<file path="src/dmd_pkg.sv">
package dmd_pkg;

	// ==========================================================
	// Widths
	// ==========================================================
	localparam int DMD_W          = 16;
	localparam int DMD_PW         = 32;
	localparam int DMD_NUM_IDX    = 8;
	localparam int DMD_PTR_W      = 3;
	localparam int DMD_PAGE_W     = 9;
	localparam int DMD_OFS_W      = 7;
	localparam int DMD_IMM13_W    = 13;
	localparam int DMD_IMM8_W     = 8;

	// ==========================================================
	// Field positions
	// ==========================================================
	localparam int DMD_MODE_BIT   = 7;
	localparam int DMD_OPC_LSB    = 8;
	localparam int DMD_SEL_LSB    = 8;
	localparam int DMD_HALF_LSB   = 16;

	// ==========================================================
	// Whole one-word instructions and opcode patterns
	// ==========================================================
	localparam logic [15:0] WORD_ADD_PRODUCT_TO_ACC  = 16'hce15;
	localparam logic [15:0] WORD_PRODUCT_TO_ACC      = 16'hce14;
	localparam logic [15:0] WORD_SUB_PRODUCT_FROM    = 16'hce16;
	localparam logic [13:0] PAT_SET_PRODUCT_SHIFT    = 14'h3382;
	localparam logic [13:0] PAT_COMPARE_INDEX_REGS   = 14'h3394;
	localparam logic [12:0] PAT_LOAD_INDEX_POINTER   = 13'h0ab1;
	localparam logic [2:0]  PAT_MULTIPLY_IMMEDIATE   = 3'h5;
	localparam logic [4:0]  PAT_LOAD_INDEX_SHORT     = 5'h18;
	localparam logic [4:0]  PAT_LOAD_INDEX_LONG      = 5'h1a;
	localparam logic [4:0]  PAT_LOAD_INDEX_REG       = 5'h06;
	localparam logic [6:0]  PAT_LOAD_PAGE_IMMEDIATE  = 7'h64;
	localparam logic [7:0]  OPC_ADD_INDEX_SHORT      = 8'h7e;
	localparam logic [7:0]  LONG_LOW_BYTE            = 8'h00;

	// Upper-byte opcodes of memory-operand instructions.
	localparam logic [7:0] OPC_LOAD_MULTIPLICAND      = 8'h3c;
	localparam logic [7:0] OPC_LOAD_MULT_ACCUMULATE   = 8'h3d;
	localparam logic [7:0] OPC_LOAD_MULT_MOVE         = 8'h3f;
	localparam logic [7:0] OPC_LOAD_MULT_STORE_PROD   = 8'h3e;
	localparam logic [7:0] OPC_LOAD_MULT_SUBTRACT     = 8'h5b;
	localparam logic [7:0] OPC_MULTIPLY               = 8'h38;
	localparam logic [7:0] OPC_MULTIPLY_ACC_PREV      = 8'h3a;
	localparam logic [7:0] OPC_MULTIPLY_SUB_PREV      = 8'h3b;
	localparam logic [7:0] OPC_MULTIPLY_UNSIGNED      = 8'hcf;
	localparam logic [7:0] OPC_MULT_ACCUMULATE        = 8'h5d;
	localparam logic [7:0] OPC_MULT_ACCUMULATE_MOVE   = 8'h5c;
	localparam logic [7:0] OPC_SQUARE_ACCUMULATE      = 8'h39;
	localparam logic [7:0] OPC_SQUARE_SUBTRACT        = 8'h5a;
	localparam logic [7:0] OPC_LOAD_PRODUCT_HIGH      = 8'h53;
	localparam logic [7:0] OPC_STORE_PRODUCT_HIGH     = 8'h7d;
	localparam logic [7:0] OPC_STORE_PRODUCT_LOW      = 8'h7c;
	localparam logic [7:0] OPC_LOAD_PAGE_POINTER      = 8'h4f;

	// ==========================================================
	// Product shift modes and compare conditions
	// ==========================================================
	localparam logic [1:0] SHIFT_NONE      = 2'h0;
	localparam logic [1:0] SHIFT_LEFT_ONE  = 2'h1;
	localparam logic [1:0] SHIFT_LEFT_FOUR = 2'h2;
	localparam int         SHIFT_BY_ONE    = 1;
	localparam int         SHIFT_BY_FOUR   = 4;
	localparam int         SHIFT_BY_SIX    = 6;
	localparam logic [1:0] CMP_EQUAL       = 2'h0;
	localparam logic [1:0] CMP_LESS        = 2'h1;
	localparam logic [1:0] CMP_GREATER     = 2'h2;
	localparam logic [15:0] MOVE_STEP      = 16'h0001;

	// ==========================================================
	// Sequencer states and pending operations
	// ==========================================================
	typedef enum logic [2:0] {
		ST_FETCH = 3'b000,
		ST_WORD2 = 3'b001,
		ST_PREAD = 3'b010,
		ST_DREAD = 3'b011,
		ST_WRITE = 3'b100
	} dmd_state_e;

	typedef enum logic [4:0] {
		OP_NONE               = 5'b00000,
		OP_LOAD_MULTIPLICAND  = 5'b00001,
		OP_LOAD_MULT_ACC      = 5'b00010,
		OP_LOAD_MULT_MOVE     = 5'b00011,
		OP_LOAD_MULT_STORE    = 5'b00100,
		OP_LOAD_MULT_SUB      = 5'b00101,
		OP_MULTIPLY           = 5'b00110,
		OP_MULTIPLY_ACC_PREV  = 5'b00111,
		OP_MULTIPLY_SUB_PREV  = 5'b01000,
		OP_MULTIPLY_UNSIGNED  = 5'b01001,
		OP_MULT_ACCUMULATE    = 5'b01010,
		OP_MULT_ACC_MOVE      = 5'b01011,
		OP_SQUARE_ACC         = 5'b01100,
		OP_SQUARE_SUB         = 5'b01101,
		OP_LOAD_PRODUCT_HIGH  = 5'b01110,
		OP_STORE_PRODUCT_HIGH = 5'b01111,
		OP_STORE_PRODUCT_LOW  = 5'b10000,
		OP_LOAD_INDEX_REG     = 5'b10001,
		OP_LOAD_PAGE_POINTER  = 5'b10010,
		OP_LOAD_INDEX_LONG    = 5'b10011
	} dmd_op_e;

	typedef struct packed {
		logic        rd;
		logic        wr;
		logic        prog;
		logic [15:0] addr;
		logic [15:0] wdata;
	} dmd_mem_req_s;

	typedef struct packed {
		dmd_state_e       st;
		dmd_op_e          op;
		logic [15:0]      addr;
		logic [15:0]      pword;
		logic [2:0]       sel;
		logic             ready;
		dmd_mem_req_s     mem;
		logic [31:0]      acc;
		logic [31:0]      product;
		logic [15:0]      mcand;
		logic [7:0][15:0] index_reg;
		logic [2:0]       index_ptr;
		logic [8:0]       page_ptr;
		logic [1:0]       shift_field;
		logic             test_flag;
	} dmd_core_s;

endpackage

</file>
<file path="src/dmd_mult.sv">
`timescale 1ns/100ps

module dmd_mult #(
	parameter int W = 16
) (
	input  wire logic [W-1:0]   a,
	input  wire logic [W-1:0]   b,
	input  wire logic           is_unsigned,
	output logic      [2*W-1:0] p
);

	logic signed [2*W:0] prod_x;

	// Both operands get one extra bit so the same signed multiplier serves the unsigned case.
	always_comb begin
		prod_x = $signed({is_unsigned ? 1'b0 : a[W-1], a}) *
		         $signed({is_unsigned ? 1'b0 : b[W-1], b});
		p = prod_x[2*W-1:0];
	end

endmodule

</file>
<file path="src/dmd_pshift.sv">
`timescale 1ns/100ps

module dmd_pshift
	import dmd_pkg::*;
#(
	parameter int PW = 32
) (
	input  wire logic [PW-1:0] p_in,
	input  wire logic [1:0]    mode,
	output logic      [PW-1:0] p_out
);

	always_comb begin
		if (mode == SHIFT_NONE) begin
			p_out = p_in;
		end else if (mode == SHIFT_LEFT_ONE) begin
			p_out = p_in << SHIFT_BY_ONE;
		end else if (mode == SHIFT_LEFT_FOUR) begin
			p_out = p_in << SHIFT_BY_FOUR;
		end else begin
			// Right shift keeps the sign so scaled-down products stay correct.
			p_out = PW'($signed(p_in) >>> SHIFT_BY_SIX);
		end
	end

endmodule

</file>
<file path="src/dmd_decoder.sv">
`timescale 1ns/100ps

module dmd_decoder (
	input  wire logic                        mclk,
	input  wire logic                        resetn,
	input  wire logic                        instr_valid,
	input  wire logic [dmd_pkg::DMD_W-1:0]   instr_word,
	output logic                             instr_ready,
	output dmd_pkg::dmd_mem_req_s            mem_req,
	input  wire logic                        mem_ack,
	input  wire logic [dmd_pkg::DMD_W-1:0]   mem_rdata,
	output logic      [dmd_pkg::DMD_PW-1:0]  acc,
	output logic      [dmd_pkg::DMD_PW-1:0]  product,
	output logic      [dmd_pkg::DMD_W-1:0]   mcand,
	output logic      [7:0][15:0]            index_reg,
	output logic      [dmd_pkg::DMD_PTR_W-1:0] index_ptr,
	output logic      [dmd_pkg::DMD_PAGE_W-1:0] page_ptr,
	output logic      [1:0]                  product_shift_field,
	output logic                             test_flag
);
	import dmd_pkg::*;

	// ==========================================================
	// State, helpers and datapath leaves
	// ==========================================================
	dmd_core_s         s_r;
	dmd_core_s         s_nxt;
	logic [DMD_W-1:0]  mult_a;
	logic [DMD_W-1:0]  mult_b;
	logic              mult_uns;
	logic [DMD_PW-1:0] mult_p;
	logic [DMD_PW-1:0] pshift;
	logic [DMD_W-1:0]  cur_idx;
	logic [DMD_W-1:0]  opnd_addr;
	logic [DMD_W-1:0]  imm13;
	dmd_op_e           dec_op;

	dmd_mult #(
		.W (DMD_W)
	) u_mult (
		.a           (mult_a),
		.b           (mult_b),
		.is_unsigned (mult_uns),
		.p           (mult_p)
	);

	dmd_pshift #(
		.PW (DMD_PW)
	) u_pshift (
		.p_in  (s_r.product),
		.mode  (s_r.shift_field),
		.p_out (pshift)
	);

	// ==========================================================
	// Upper-byte opcode table
	// ==========================================================
	function automatic dmd_op_e dmd_mem_op(input logic [7:0] opc);
		dmd_op_e r;
		r = OP_NONE;
		case (opc)
			OPC_LOAD_MULTIPLICAND:    r = OP_LOAD_MULTIPLICAND;
			OPC_LOAD_MULT_ACCUMULATE: r = OP_LOAD_MULT_ACC;
			OPC_LOAD_MULT_MOVE:       r = OP_LOAD_MULT_MOVE;
			OPC_LOAD_MULT_STORE_PROD: r = OP_LOAD_MULT_STORE;
			OPC_LOAD_MULT_SUBTRACT:   r = OP_LOAD_MULT_SUB;
			OPC_MULTIPLY:             r = OP_MULTIPLY;
			OPC_MULTIPLY_ACC_PREV:    r = OP_MULTIPLY_ACC_PREV;
			OPC_MULTIPLY_SUB_PREV:    r = OP_MULTIPLY_SUB_PREV;
			OPC_MULTIPLY_UNSIGNED:    r = OP_MULTIPLY_UNSIGNED;
			OPC_MULT_ACCUMULATE:      r = OP_MULT_ACCUMULATE;
			OPC_MULT_ACCUMULATE_MOVE: r = OP_MULT_ACC_MOVE;
			OPC_SQUARE_ACCUMULATE:    r = OP_SQUARE_ACC;
			OPC_SQUARE_SUBTRACT:      r = OP_SQUARE_SUB;
			OPC_LOAD_PRODUCT_HIGH:    r = OP_LOAD_PRODUCT_HIGH;
			OPC_STORE_PRODUCT_HIGH:   r = OP_STORE_PRODUCT_HIGH;
			OPC_STORE_PRODUCT_LOW:    r = OP_STORE_PRODUCT_LOW;
			OPC_LOAD_PAGE_POINTER:    r = OP_LOAD_PAGE_POINTER;
			default:                  r = OP_NONE;
		endcase
		return r;
	endfunction

	// ==========================================================
	// Operand selection
	// ==========================================================
	always_comb begin
		cur_idx = s_r.index_reg[s_r.index_ptr];
		if (instr_word[DMD_MODE_BIT]) begin
			opnd_addr = cur_idx;
		end else begin
			opnd_addr = {s_r.page_ptr, instr_word[DMD_OFS_W-1:0]};
		end
		imm13 = {{(DMD_W-DMD_IMM13_W){instr_word[DMD_IMM13_W-1]}},
		         instr_word[DMD_IMM13_W-1:0]};
		dec_op = dmd_mem_op(instr_word[DMD_W-1:DMD_OPC_LSB]);
	end

	// The single multiplier is shared; its operands depend on where the sequencer stands.
	always_comb begin
		mult_a = s_r.mcand;
		mult_b = mem_rdata;
		mult_uns = 1'b0;
		if (s_r.st == ST_FETCH) begin
			mult_b = imm13;
		end else if (s_r.op == OP_MULT_ACCUMULATE || s_r.op == OP_MULT_ACC_MOVE) begin
			mult_a = mem_rdata;
			mult_b = s_r.pword;
		end else if (s_r.op == OP_SQUARE_ACC || s_r.op == OP_SQUARE_SUB) begin
			mult_a = mem_rdata;
		end else if (s_r.op == OP_MULTIPLY_UNSIGNED) begin
			mult_uns = 1'b1;
		end
	end

	// ==========================================================
	// Sequencer and execution
	// ==========================================================
	always_comb begin
		s_nxt = s_r;
		case (s_r.st)
			ST_FETCH: begin
				if (instr_valid && s_r.ready) begin
					if (instr_word == WORD_ADD_PRODUCT_TO_ACC) begin
						s_nxt.acc = s_r.acc + pshift;
					end else if (instr_word == WORD_PRODUCT_TO_ACC) begin
						s_nxt.acc = pshift;
					end else if (instr_word == WORD_SUB_PRODUCT_FROM) begin
						s_nxt.acc = s_r.acc - pshift;
					end else if (instr_word[15:2] == PAT_SET_PRODUCT_SHIFT) begin
						s_nxt.shift_field = instr_word[1:0];
					end else if (instr_word[15:2] == PAT_COMPARE_INDEX_REGS) begin
						if (instr_word[1:0] == CMP_EQUAL) begin
							s_nxt.test_flag = (cur_idx == s_r.index_reg[0]);
						end else if (instr_word[1:0] == CMP_LESS) begin
							s_nxt.test_flag = (cur_idx < s_r.index_reg[0]);
						end else if (instr_word[1:0] == CMP_GREATER) begin
							s_nxt.test_flag = (cur_idx > s_r.index_reg[0]);
						end else begin
							s_nxt.test_flag = (cur_idx != s_r.index_reg[0]);
						end
					end else if (instr_word[15:3] == PAT_LOAD_INDEX_POINTER) begin
						s_nxt.index_ptr = instr_word[DMD_PTR_W-1:0];
					end else if (instr_word[15:13] == PAT_MULTIPLY_IMMEDIATE) begin
						s_nxt.product = mult_p;
					end else if (instr_word[15:11] == PAT_LOAD_INDEX_SHORT) begin
						s_nxt.index_reg[instr_word[10:8]] =
							{{(DMD_W-DMD_IMM8_W){1'b0}}, instr_word[DMD_IMM8_W-1:0]};
					end else if (instr_word[15:11] == PAT_LOAD_INDEX_LONG &&
					             instr_word[DMD_IMM8_W-1:0] == LONG_LOW_BYTE) begin
						s_nxt.op = OP_LOAD_INDEX_LONG;
						s_nxt.sel = instr_word[10:8];
						s_nxt.st = ST_WORD2;
					end else if (instr_word[15:9] == PAT_LOAD_PAGE_IMMEDIATE) begin
						s_nxt.page_ptr = instr_word[DMD_PAGE_W-1:0];
					end else if (instr_word[15:8] == OPC_ADD_INDEX_SHORT) begin
						s_nxt.index_reg[s_r.index_ptr] =
							cur_idx + {{(DMD_W-DMD_IMM8_W){1'b0}}, instr_word[DMD_IMM8_W-1:0]};
					end else if (instr_word[15:11] == PAT_LOAD_INDEX_REG) begin
						s_nxt.op = OP_LOAD_INDEX_REG;
						s_nxt.sel = instr_word[10:8];
						s_nxt.addr = opnd_addr;
						s_nxt.mem.rd = 1'b1;
						s_nxt.mem.prog = 1'b0;
						s_nxt.mem.addr = opnd_addr;
						s_nxt.st = ST_DREAD;
					end else if (dec_op == OP_MULT_ACCUMULATE || dec_op == OP_MULT_ACC_MOVE) begin
						s_nxt.op = dec_op;
						s_nxt.addr = opnd_addr;
						s_nxt.st = ST_WORD2;
					end else if (dec_op == OP_STORE_PRODUCT_HIGH) begin
						s_nxt.op = dec_op;
						s_nxt.mem.wr = 1'b1;
						s_nxt.mem.prog = 1'b0;
						s_nxt.mem.addr = opnd_addr;
						s_nxt.mem.wdata = pshift[DMD_PW-1:DMD_HALF_LSB];
						s_nxt.st = ST_WRITE;
					end else if (dec_op == OP_STORE_PRODUCT_LOW) begin
						s_nxt.op = dec_op;
						s_nxt.mem.wr = 1'b1;
						s_nxt.mem.prog = 1'b0;
						s_nxt.mem.addr = opnd_addr;
						s_nxt.mem.wdata = pshift[DMD_HALF_LSB-1:0];
						s_nxt.st = ST_WRITE;
					end else if (dec_op != OP_NONE) begin
						s_nxt.op = dec_op;
						s_nxt.addr = opnd_addr;
						s_nxt.mem.rd = 1'b1;
						s_nxt.mem.prog = 1'b0;
						s_nxt.mem.addr = opnd_addr;
						s_nxt.st = ST_DREAD;
					end
				end
			end
			ST_WORD2: begin
				if (instr_valid && s_r.ready) begin
					if (s_r.op == OP_LOAD_INDEX_LONG) begin
						s_nxt.index_reg[s_r.sel] = instr_word;
						s_nxt.op = OP_NONE;
						s_nxt.st = ST_FETCH;
					end else begin
						s_nxt.mem.rd = 1'b1;
						s_nxt.mem.prog = 1'b1;
						s_nxt.mem.addr = instr_word;
						s_nxt.st = ST_PREAD;
					end
				end
			end
			ST_PREAD: begin
				if (mem_ack) begin
					s_nxt.pword = mem_rdata;
					s_nxt.mem.prog = 1'b0;
					s_nxt.mem.addr = s_r.addr;
					s_nxt.st = ST_DREAD;
				end
			end
			ST_DREAD: begin
				if (mem_ack) begin
					s_nxt.mem.rd = 1'b0;
					s_nxt.st = ST_FETCH;
					case (s_r.op)
						OP_LOAD_MULTIPLICAND: begin
							s_nxt.mcand = mem_rdata;
						end
						OP_LOAD_MULT_ACC: begin
							s_nxt.mcand = mem_rdata;
							s_nxt.acc = s_r.acc + pshift;
						end
						OP_LOAD_MULT_MOVE: begin
							s_nxt.mcand = mem_rdata;
							s_nxt.acc = s_r.acc + pshift;
						end
						OP_LOAD_MULT_STORE: begin
							s_nxt.mcand = mem_rdata;
							s_nxt.acc = pshift;
						end
						OP_LOAD_MULT_SUB: begin
							s_nxt.mcand = mem_rdata;
							s_nxt.acc = s_r.acc - pshift;
						end
						OP_MULTIPLY: begin
							s_nxt.product = mult_p;
						end
						OP_MULTIPLY_ACC_PREV: begin
							s_nxt.acc = s_r.acc + pshift;
							s_nxt.product = mult_p;
						end
						OP_MULTIPLY_SUB_PREV: begin
							s_nxt.acc = s_r.acc - pshift;
							s_nxt.product = mult_p;
						end
						OP_MULTIPLY_UNSIGNED: begin
							s_nxt.product = mult_p;
						end
						OP_MULT_ACCUMULATE, OP_MULT_ACC_MOVE: begin
							s_nxt.mcand = mem_rdata;
							s_nxt.acc = s_r.acc + pshift;
							s_nxt.product = mult_p;
						end
						OP_SQUARE_ACC: begin
							s_nxt.mcand = mem_rdata;
							s_nxt.acc = s_r.acc + pshift;
							s_nxt.product = mult_p;
						end
						OP_SQUARE_SUB: begin
							s_nxt.mcand = mem_rdata;
							s_nxt.acc = s_r.acc - pshift;
							s_nxt.product = mult_p;
						end
						OP_LOAD_PRODUCT_HIGH: begin
							s_nxt.product[DMD_PW-1:DMD_HALF_LSB] = mem_rdata;
						end
						OP_LOAD_INDEX_REG: begin
							s_nxt.index_reg[s_r.sel] = mem_rdata;
						end
						OP_LOAD_PAGE_POINTER: begin
							s_nxt.page_ptr = mem_rdata[DMD_PAGE_W-1:0];
						end
						default: begin
							s_nxt.op = OP_NONE;
						end
					endcase
					if (s_r.op == OP_LOAD_MULT_MOVE || s_r.op == OP_MULT_ACC_MOVE) begin
						s_nxt.mem.wr = 1'b1;
						s_nxt.mem.addr = s_r.addr + MOVE_STEP;
						s_nxt.mem.wdata = mem_rdata;
						s_nxt.st = ST_WRITE;
					end
				end
			end
			ST_WRITE: begin
				if (mem_ack) begin
					s_nxt.mem.wr = 1'b0;
					s_nxt.op = OP_NONE;
					s_nxt.st = ST_FETCH;
				end
			end
			default: begin
				s_nxt.st = ST_FETCH;
			end
		endcase
		s_nxt.ready = (s_nxt.st == ST_FETCH) || (s_nxt.st == ST_WORD2);
	end

	always_ff @(posedge mclk or negedge resetn) begin
		if (!resetn) begin
			s_r <= '0;
			s_r.ready <= 1'b1;
		end else begin
			s_r <= s_nxt;
		end
	end

	// ==========================================================
	// Outputs
	// ==========================================================
	assign instr_ready         = s_r.ready;
	assign mem_req             = s_r.mem;
	assign acc                 = s_r.acc;
	assign product             = s_r.product;
	assign mcand               = s_r.mcand;
	assign index_reg           = s_r.index_reg;
	assign index_ptr           = s_r.index_ptr;
	assign page_ptr            = s_r.page_ptr;
	assign product_shift_field = s_r.shift_field;
	assign test_flag           = s_r.test_flag;

endmodule

</file>
<file path="config.mk">
export PLATFORM = sky130hd
export DESIGN_NAME = dmd_decoder
export DESIGN_NICKNAME = d
export VERILOG_FILES = /design/src/dmd_pkg.sv /design/src/dmd_mult.sv /design/src/dmd_pshift.sv /design/src/dmd_decoder.sv
export SDC_FILE = /design/constraint.sdc
export NUM_CORES = 2
export LEC_CHECK = 0
export BUFFER_PORTS_ARGS = -buffer_cell sky130_fd_sc_hd__buf_2
export CAP_MARGIN = 20
export CORE_ASPECT_RATIO = 1.2
export CORE_UTILIZATION = 40
export CTS_CLUSTER_SIZE = 40
export DETAILED_ROUTE_END_ITERATION = 7
export PLACE_DENSITY_LB_ADDON = 0.3
export SLEW_MARGIN = 0
export SYNTH_ARGS = -nofsm -noshare
export SYNTH_HDL_FRONTEND = slang
export SYNTH_SLANG_ARGS = --single-unit
export TNS_END_PERCENT = 20
</file>
<file path="constraint.sdc">
create_clock -name mclk -period 9.6 [get_ports mclk]
set_input_delay 1.44 -clock mclk [delete_from_list [all_inputs] [get_ports mclk]]
set_output_delay 1.44 -clock mclk [all_outputs]
set_load 0.01 [all_outputs]
</file>
# Yosys cells after proc, flatten, opt, wreduce, memory -nomap -nowiden
# Index checks and enable logic that the tools add are counted.
# op_classes
n_reduce_logical	47
add_sub_neg	4
n_mux	147
bitwise_logic	11
magnitude_cmp	8
mul	1
eq_ne	107
# op_table
operator	n
2-to-1 mux 128 bit	9
2-to-1 mux 143 bit	4
bitwise mux 128 bit	4
2-to-1 mux 32 bit	14
2-to-1 mux 35 bit	12
case mux 128 bit (3 select lines)	1
2-to-1 mux 24 bit	14
2-to-1 mux 140 bit	2
2-to-1 mux 16 bit	17
2-to-1 mux 240 bit	1
case mux 80 bit (2 select lines)	1
demux 16 bit (select 3 bit)	3
2-to-1 mux 17 bit	6
2-to-1 mux 99 bit	1
case mux 32 bit (3 select lines)	1
case mux 5 bit (17 select lines)	1
equality test 8 x 7 -> 1 bit, second input constant	9
equality test 8 x 6 -> 1 bit, second input constant	8
case mux 16 bit (4 select lines)	1
2-to-1 mux 9 bit	7
AND reduction 18 bit	3
equality test 5 x 4 -> 1 bit, second input constant	10
binary-select mux 16 bit (select 3 bit)	1
equality test 16 bit, second input constant	3
71 further kinds	192
# totals
out_inout_bits	259
input_bits	36
reg_bits	302
elab_cells	352

# Longest topological paths before layout
# logic_depth
depth_word	23
mapped_depth	32
mapped_depth_nobuf	27

# Cells and area by module
# Synthesis repeated with hierarchy kept, for this count alone.
# hier_totals
hier_cells	4382
area_unflattened_um2	37068.1
# by_module_without_submodules
mod	cells_each	seq_area_each_um2	instances	area_each_um2
dmd_decoder	3175	7558.5	1	25776.0
dmd_mult	1157	0.0	1	10465.0
dmd_pshift	50	0.0	1	827.0

# Worst setup path after synthesis
# OpenSTA, ideal clock, no wires.
# synth_timing
path_kind	in2reg
startpoint	input port instr_word[9] in the netlist's numbering
endpoint	register s_r (netlist bit product[31])
setup_time_ps	126
required_time_ps	9474
t_arrival_ps	8370
stages	30
path_buffers	5
path_slack_ps	1105
path_cell_list	buf_2 -> buf_1 -> buf_1 -> nor2_1 -> a31oi_1 -> clkbuf_1 -> nand2_1 -> fa_1 -> inv_1 -> fa_1 -> inv_1 -> fa_1 -> inv_1 -> fa_1 -> fa_1 -> inv_1 -> fa_1 -> inv_1 -> ha_1 -> clkbuf_1 -> a21o_1 -> a21o_1 -> a21oi_1 -> o21ai_0 -> a2111o_1 -> nand2_1 -> o21ai_1 -> a2111o_1 -> a211oi_1 -> o2bb2ai_1
# synth_between
elab_chain_len	11
word_cells_on_any_way	26
classes_between	mul (1); eq/ne (12); mux (12); reduce/logical (1)
# synth_lines
element	line_no	source
start, declared	dmd_decoder.sv:7	input wire logic [dmd_pkg::DMD_W-1:0] instr_word,
2-to-1 mux 16 bit	dmd_decoder.sv:104	if (s_r.st == ST_FETCH) begin
multiplier 17 x 17 -> 32 bit	dmd_mult.sv:16	prod_x = $signed({is_unsigned ? 1'b0 : a[W-1], a}) *
2-to-1 mux 32 bit	dmd_decoder.sv:144	end else if (instr_word[15:13] == PAT_MULTIPLY_IMMEDIATE) begin
2-to-1 mux 32 bit	dmd_decoder.sv:142	end else if (instr_word[15:3] == PAT_LOAD_INDEX_POINTER) begin
2-to-1 mux 32 bit	dmd_decoder.sv:132	end else if (instr_word[15:2] == PAT_COMPARE_INDEX_REGS) begin
2-to-1 mux 32 bit	dmd_decoder.sv:130	end else if (instr_word[15:2] == PAT_SET_PRODUCT_SHIFT) begin
2-to-1 mux 32 bit	dmd_decoder.sv:128	end else if (instr_word == WORD_SUB_PRODUCT_FROM) begin
2-to-1 mux 32 bit	dmd_decoder.sv:126	end else if (instr_word == WORD_PRODUCT_TO_ACC) begin
2-to-1 mux 32 bit	dmd_decoder.sv:124	if (instr_word == WORD_ADD_PRODUCT_TO_ACC) begin
2-to-1 mux 99 bit	dmd_decoder.sv:123	if (instr_valid && s_r.ready) begin
case mux 80 bit (2 select lines)	dmd_decoder.sv:121	case (s_r.st)
end signal, assigned	dmd_decoder.sv:310	s_r <= s_nxt;
end, declared	dmd_decoder.sv:26	dmd_core_s s_r;
# Parallel ways exist; a longest one is shown, timed or not. The select of a mux whose other input is x is not followed.
# A chain may end at the register's enable or synchronous reset.

# Worst setup path after layout
# layout_timing
startpoint	register s_r[299] in the netlist's numbering
endpoint	register s_r (netlist bit product[31])
# layout_between
elab_chain_len	13
word_cells_on_any_way	31
classes_between	mul (1); eq/ne (11); mux (16); reduce/logical (3)
# layout_lines
element	line_no
zero test 3 bit	dmd_decoder.sv:104, dmd_decoder.sv:121
2-to-1 mux 16 bit or 2-to-1 mux 1 bit (tied branches)	dmd_decoder.sv:104
2-to-1 mux 1 bit, on equally long branches	dmd_mult.sv:16, dmd_mult.sv:17
multiplier 17 x 17 -> 32 bit	dmd_mult.sv:16
2-to-1 mux 32 bit	dmd_decoder.sv:144
2-to-1 mux 32 bit	dmd_decoder.sv:142
2-to-1 mux 32 bit	dmd_decoder.sv:132
2-to-1 mux 32 bit	dmd_decoder.sv:130
2-to-1 mux 32 bit	dmd_decoder.sv:128
2-to-1 mux 32 bit	dmd_decoder.sv:126
2-to-1 mux 32 bit	dmd_decoder.sv:124
2-to-1 mux 99 bit	dmd_decoder.sv:123
case mux 80 bit (2 select lines)	dmd_decoder.sv:121
# Parallel ways exist; a longest one is shown, timed or not. The select of a mux whose other input is x is not followed.

==> impl_summary.md <==
Finish
Counting the fill cells in the layout gives 9098. The share of layout cells above drive strength 1 is 0.1474. At the end of the flow, the number of nets in the layout was 4778. Summing all non-filler instances in the final layout gives an area of 0.03879 mm². The register with the most flip-flops in the layout has 128 of them.

The synthesis-to-finish area growth is 5.841%.

STA
At the pin with the least slew margin, the transition time is 1335 ps. Setup repair after global routing left no endpoint under its margin. Setup violations remaining at the end of the flow were counted as 0. The number of pins exceeding their max-slew limit in the final report came to 0. The final count of hold timing violations was 0. The slack of the critical path is 1319 ps. After routing, the total negative slack on setup checks comes to 0 ps. The post-layout minimum cycle time is 8281 ps. The final cycle utilization of the critical path is 0.8626. Between clock sinks in the finished design, the worst skew comes to 37.21 ps.

Derived from the worst setup path, the maximum achievable clock frequency is 120.8 MHz. Measured against its own limit, the worst slew margin works out to 0.1100.

Floorplan
The die span in x is 278.3 µm. The floorplan die area is 0.09285 mm². The effective utilization at floorplan is 0.4042. The floorplan has 121 rows. The placeable core area is 0.09069 mm². The count of boundary I/O pins is 295.

The die outline height is 333.6 µm.

Critical path
STA puts the critical path data required time at 10090 ps. The signal on the critical path passes through or3_1 > buf_4 > nand4_1 > and2_1 > nand2_1 > inv_1 > fa_1 > inv_1 > fa_1 > inv_1 > fa_1 > fa_1 > fa_1 > fa_1 > ha_1 > a21o_1 > a21o_1 > a2111o_1 > nand2_1 > o21ai_1 > a2111o_1 > a211oi_1 > o2bb2ai_1. The largest individual stage delay along the critical path comes from the cell sky130_fd_sc_hd__fa_1. Along the worst path, the maximum fanout reaches 24.

In this design, the stage delay of the slowest critical-path cell is 920 ps. The kind of capture point of the worst setup path is a flop. The launching element type of the critical path is a flop. The critical path is of the reg -> reg type. The critical path arrival is 8770 ps.

The library cell appearing most often on the critical path is sky130_fd_sc_hd__fa_1.

Drt
Summing over every cut layer, the via total after detailed routing is 34.48k. The mean number of vias per cell is 6.285. The count of nets left with antenna violations once routing finished came out at 0. The final routed wire length divided by cell count is 27.17 µm. The detailed-route wire length is 149100 µm. The number of iterations in the first detailed-routing pass is 6. The count of routing violations after the opening detailed-route iteration is 4283.

For this run, design rule violations remaining after detail routing come to 0.

Clock network
Clock-pin slew was measured on the worst setup and hold paths at 70 ps. The number of buffers added for setup after CTS is 0. In this run, post-CTS hold repair placed 0 buffers. The clock insertion delay at the later pin of the skew report is 610 ps. The number of levels in the clock H-tree is 2.

The clock net in this run drives a total of 302 sinks. The maximum clock insertion buffer count is 3. TritonCTS created 38 clock buffers. Gates resized during post-CTS repair numbered 0. The TritonCTS clock tree is built. The root buffer cell chosen for the clock tree is sky130_fd_sc_hd__clkbuf_16.

Hold path
The class of the most critical hold timing path is reg -> reg.

Synth
For this run, the leading register cell type out of synthesis is sky130_fd_sc_hd__dfrtp_1. The total standard cell area after synthesis is 0.03665 mm². The post-synthesis async set-or-reset flop share is 1.000.

A synthesized cell averages 8.376 µm². The number of storage elements in the synthesis netlist is 302. When the netlist entered floorplanning its net count stood at 4867. The synthesized netlist contains 106 unique library cells. The number of cells produced by synthesis is 4376.

Yosys mapped a number of flops with a built-in enable equal to 0. Ranked by total cell area, the synthesized netlist is headed by sky130_fd_sc_hd__dfrtp_1 21%, sky130_fd_sc_hd__fa_1 16%, sky130_fd_sc_hd__ha_1 5.8%. The number of synthesis warnings is 0. The top cell type's share of synthesized area is 0.2055.

The library cell with the largest summed area after synthesis is sky130_fd_sc_hd__dfrtp_1. Of the synthesized area, sequential elements account for 0.2062.

Placement
OpenSTA, run right after detailed placement, puts the worst setup slack at 1140 ps. The number of buffer cells added on primary ports is 294. The detailed-placement wirelength estimate is 111000 µm. The routability-driven placement congestion ratio is 1.015.

The area of placed instances is 0.03742 mm².

Global routing
The total routing usage reported by global routing is 0.3149. The number of global-route vias before repair is 33.43k. The number of antenna violations at the first check in global routing was 9. The wire length of the first global-routing pass is 221000 µm. Entering global routing, the biggest net connects 132 pins. The global route total overflow is 0.

Outcome
The run finished with clean final reports.

Job
The max capacitance violation total is 0.
cell usage after synthesis (27+ instances only):
cell type,number
sky130_fd_sc_hd__nand2b_1,29
sky130_fd_sc_hd__buf_4,260
sky130_fd_sc_hd__o221ai_1,64
sky130_fd_sc_hd__a22oi_1,85
sky130_fd_sc_hd__inv_1,412
sky130_fd_sc_hd__buf_2,41
sky130_fd_sc_hd__dfrtp_1,301
sky130_fd_sc_hd__fa_1,285
sky130_fd_sc_hd__nor2_1,420
sky130_fd_sc_hd__a22o_1,91
sky130_fd_sc_hd__nor2b_1,27
sky130_fd_sc_hd__nor3_1,59
sky130_fd_sc_hd__o22ai_1,85
sky130_fd_sc_hd__clkbuf_1,197
sky130_fd_sc_hd__a31oi_1,41
sky130_fd_sc_hd__o21a_1,40
sky130_fd_sc_hd__o211ai_1,42
sky130_fd_sc_hd__nand3_1,60
sky130_fd_sc_hd__a21o_1,48
sky130_fd_sc_hd__ha_1,170
sky130_fd_sc_hd__a221oi_1,51
sky130_fd_sc_hd__a21oi_1,244
sky130_fd_sc_hd__a211oi_1,40
sky130_fd_sc_hd__o21ai_0,204
sky130_fd_sc_hd__mux4_2,27
sky130_fd_sc_hd__nand2_1,441
sky130_fd_sc_hd__mux2_2,81
sky130_fd_sc_hd__mux2i_1,51
sky130_fd_sc_hd__xnor2_1,74
metrics by stage:
| step | hold slack (ps) | util | instances |
|---|---|---|---|
| 2_1_floorplan | 450.6 | - | 4376 |
| 3_3_place_gp | 460.9 | 0.4124 | 5407 |
| 3_5_place_dp | 467.8 | 0.4127 | 5409 |
| 4_1_cts | 481.5 | 0.4269 | 5477 |
| 5_1_grt | 498.3 | 0.4278 | 5485 |
| 6_report | 472.8 | 0.4278 | 5486 |
cell type report:
cell class,count,area (µm²),share of cell area
inverter,414,1554,0.04006
timing repair buffer,397,2305,0.05941
tap,1168,1461,0.03767
antenna,3,7.507,0.0001935
clock inverter,19,237.7,0.006128
multi-input combinational,3134,24620,0.6346
clock buffer,49,1052,0.02712
sequential,302,7560,0.1949
critical path: cells and delay by family (launching register included):
kind / cells / cell delay [ps]
simple gates: 5 / 1400
flops: 1 / 610
fa+ha+maj: 7 / 3820
compound gates: 7 / 1600
buf+inv: 4 / 780
kinds of logic (layout without fill, tap and decap cells):
group | count (synthesis) | in the layout | share of synthesized area
simple gates | 1194 | 1194 | 0.1449
xor+xnor | 99 | 99 | 0.02366
fa+ha+maj | 455 | 455 | 0.2137
other cells | 0 | 3 | 0
buf+inv | 940 | 879 | 0.1247
mux | 159 | 159 | 0.05540
flops | 302 | 302 | 0.2062
compound gates | 1227 | 1227 | 0.2315
placed cells by master (no fill, tap or decap), types with 38 or more instances in the layout:
cell                        count
sky130_fd_sc_hd__fa_1         285
sky130_fd_sc_hd__o221ai_1      64
sky130_fd_sc_hd__a22oi_1       85
sky130_fd_sc_hd__mux2i_1       51
sky130_fd_sc_hd__nor3_1        55
sky130_fd_sc_hd__a22o_1        91
sky130_fd_sc_hd__inv_1        412
sky130_fd_sc_hd__a21o_1        48
sky130_fd_sc_hd__xnor2_1       74
sky130_fd_sc_hd__nand3_1       59
sky130_fd_sc_hd__clkbuf_16     38
sky130_fd_sc_hd__dfrtp_1      300
sky130_fd_sc_hd__nand2_1      441
sky130_fd_sc_hd__o21ai_0      203
sky130_fd_sc_hd__o22ai_1       84
sky130_fd_sc_hd__nor2_1       415
sky130_fd_sc_hd__a211oi_1      40
sky130_fd_sc_hd__buf_2        293
sky130_fd_sc_hd__o211ai_1      42
sky130_fd_sc_hd__o21a_1        40
sky130_fd_sc_hd__buf_4         96
sky130_fd_sc_hd__a221oi_1      51
sky130_fd_sc_hd__a31oi_1       41
sky130_fd_sc_hd__mux2_2        81
sky130_fd_sc_hd__ha_1         170
sky130_fd_sc_hd__a21oi_1      243
routing by layer:
| metal | vias up | GRT usage | share of wire |
|---|---|---|---|
| met3 | 491 | 0.07447 | 0.11 |
| met4 | 10 | 0.1673 | 0.060 |
| met2 | 2123 | 0.4849 | 0.44 |
| met5 | - | 0 | 0.00046 |
| li1 | 14910 | - | - |
| met1 | 16940 | 0.4084 | 0.39 |
path summary, 6_finish.rpt:
kind	startpoint	endpoint	slack [ps]	cells after the start
max	s_r[299]	product[31]	1320	23
min	mem_req[27]	mem_req[27]	470	2
max reg2reg	s_r[299]	product[31]	1320	23
min reg2reg	mem_req[27]	mem_req[27]	470	2
max in group asynchronous	resetn	product_shift_field[0]	7510	2
min in group asynchronous	resetn	index_reg[77]	770	1
Power is not shown: default switching activity piles up to over one toggle a cycle in this logic, so the estimate is an artifact.
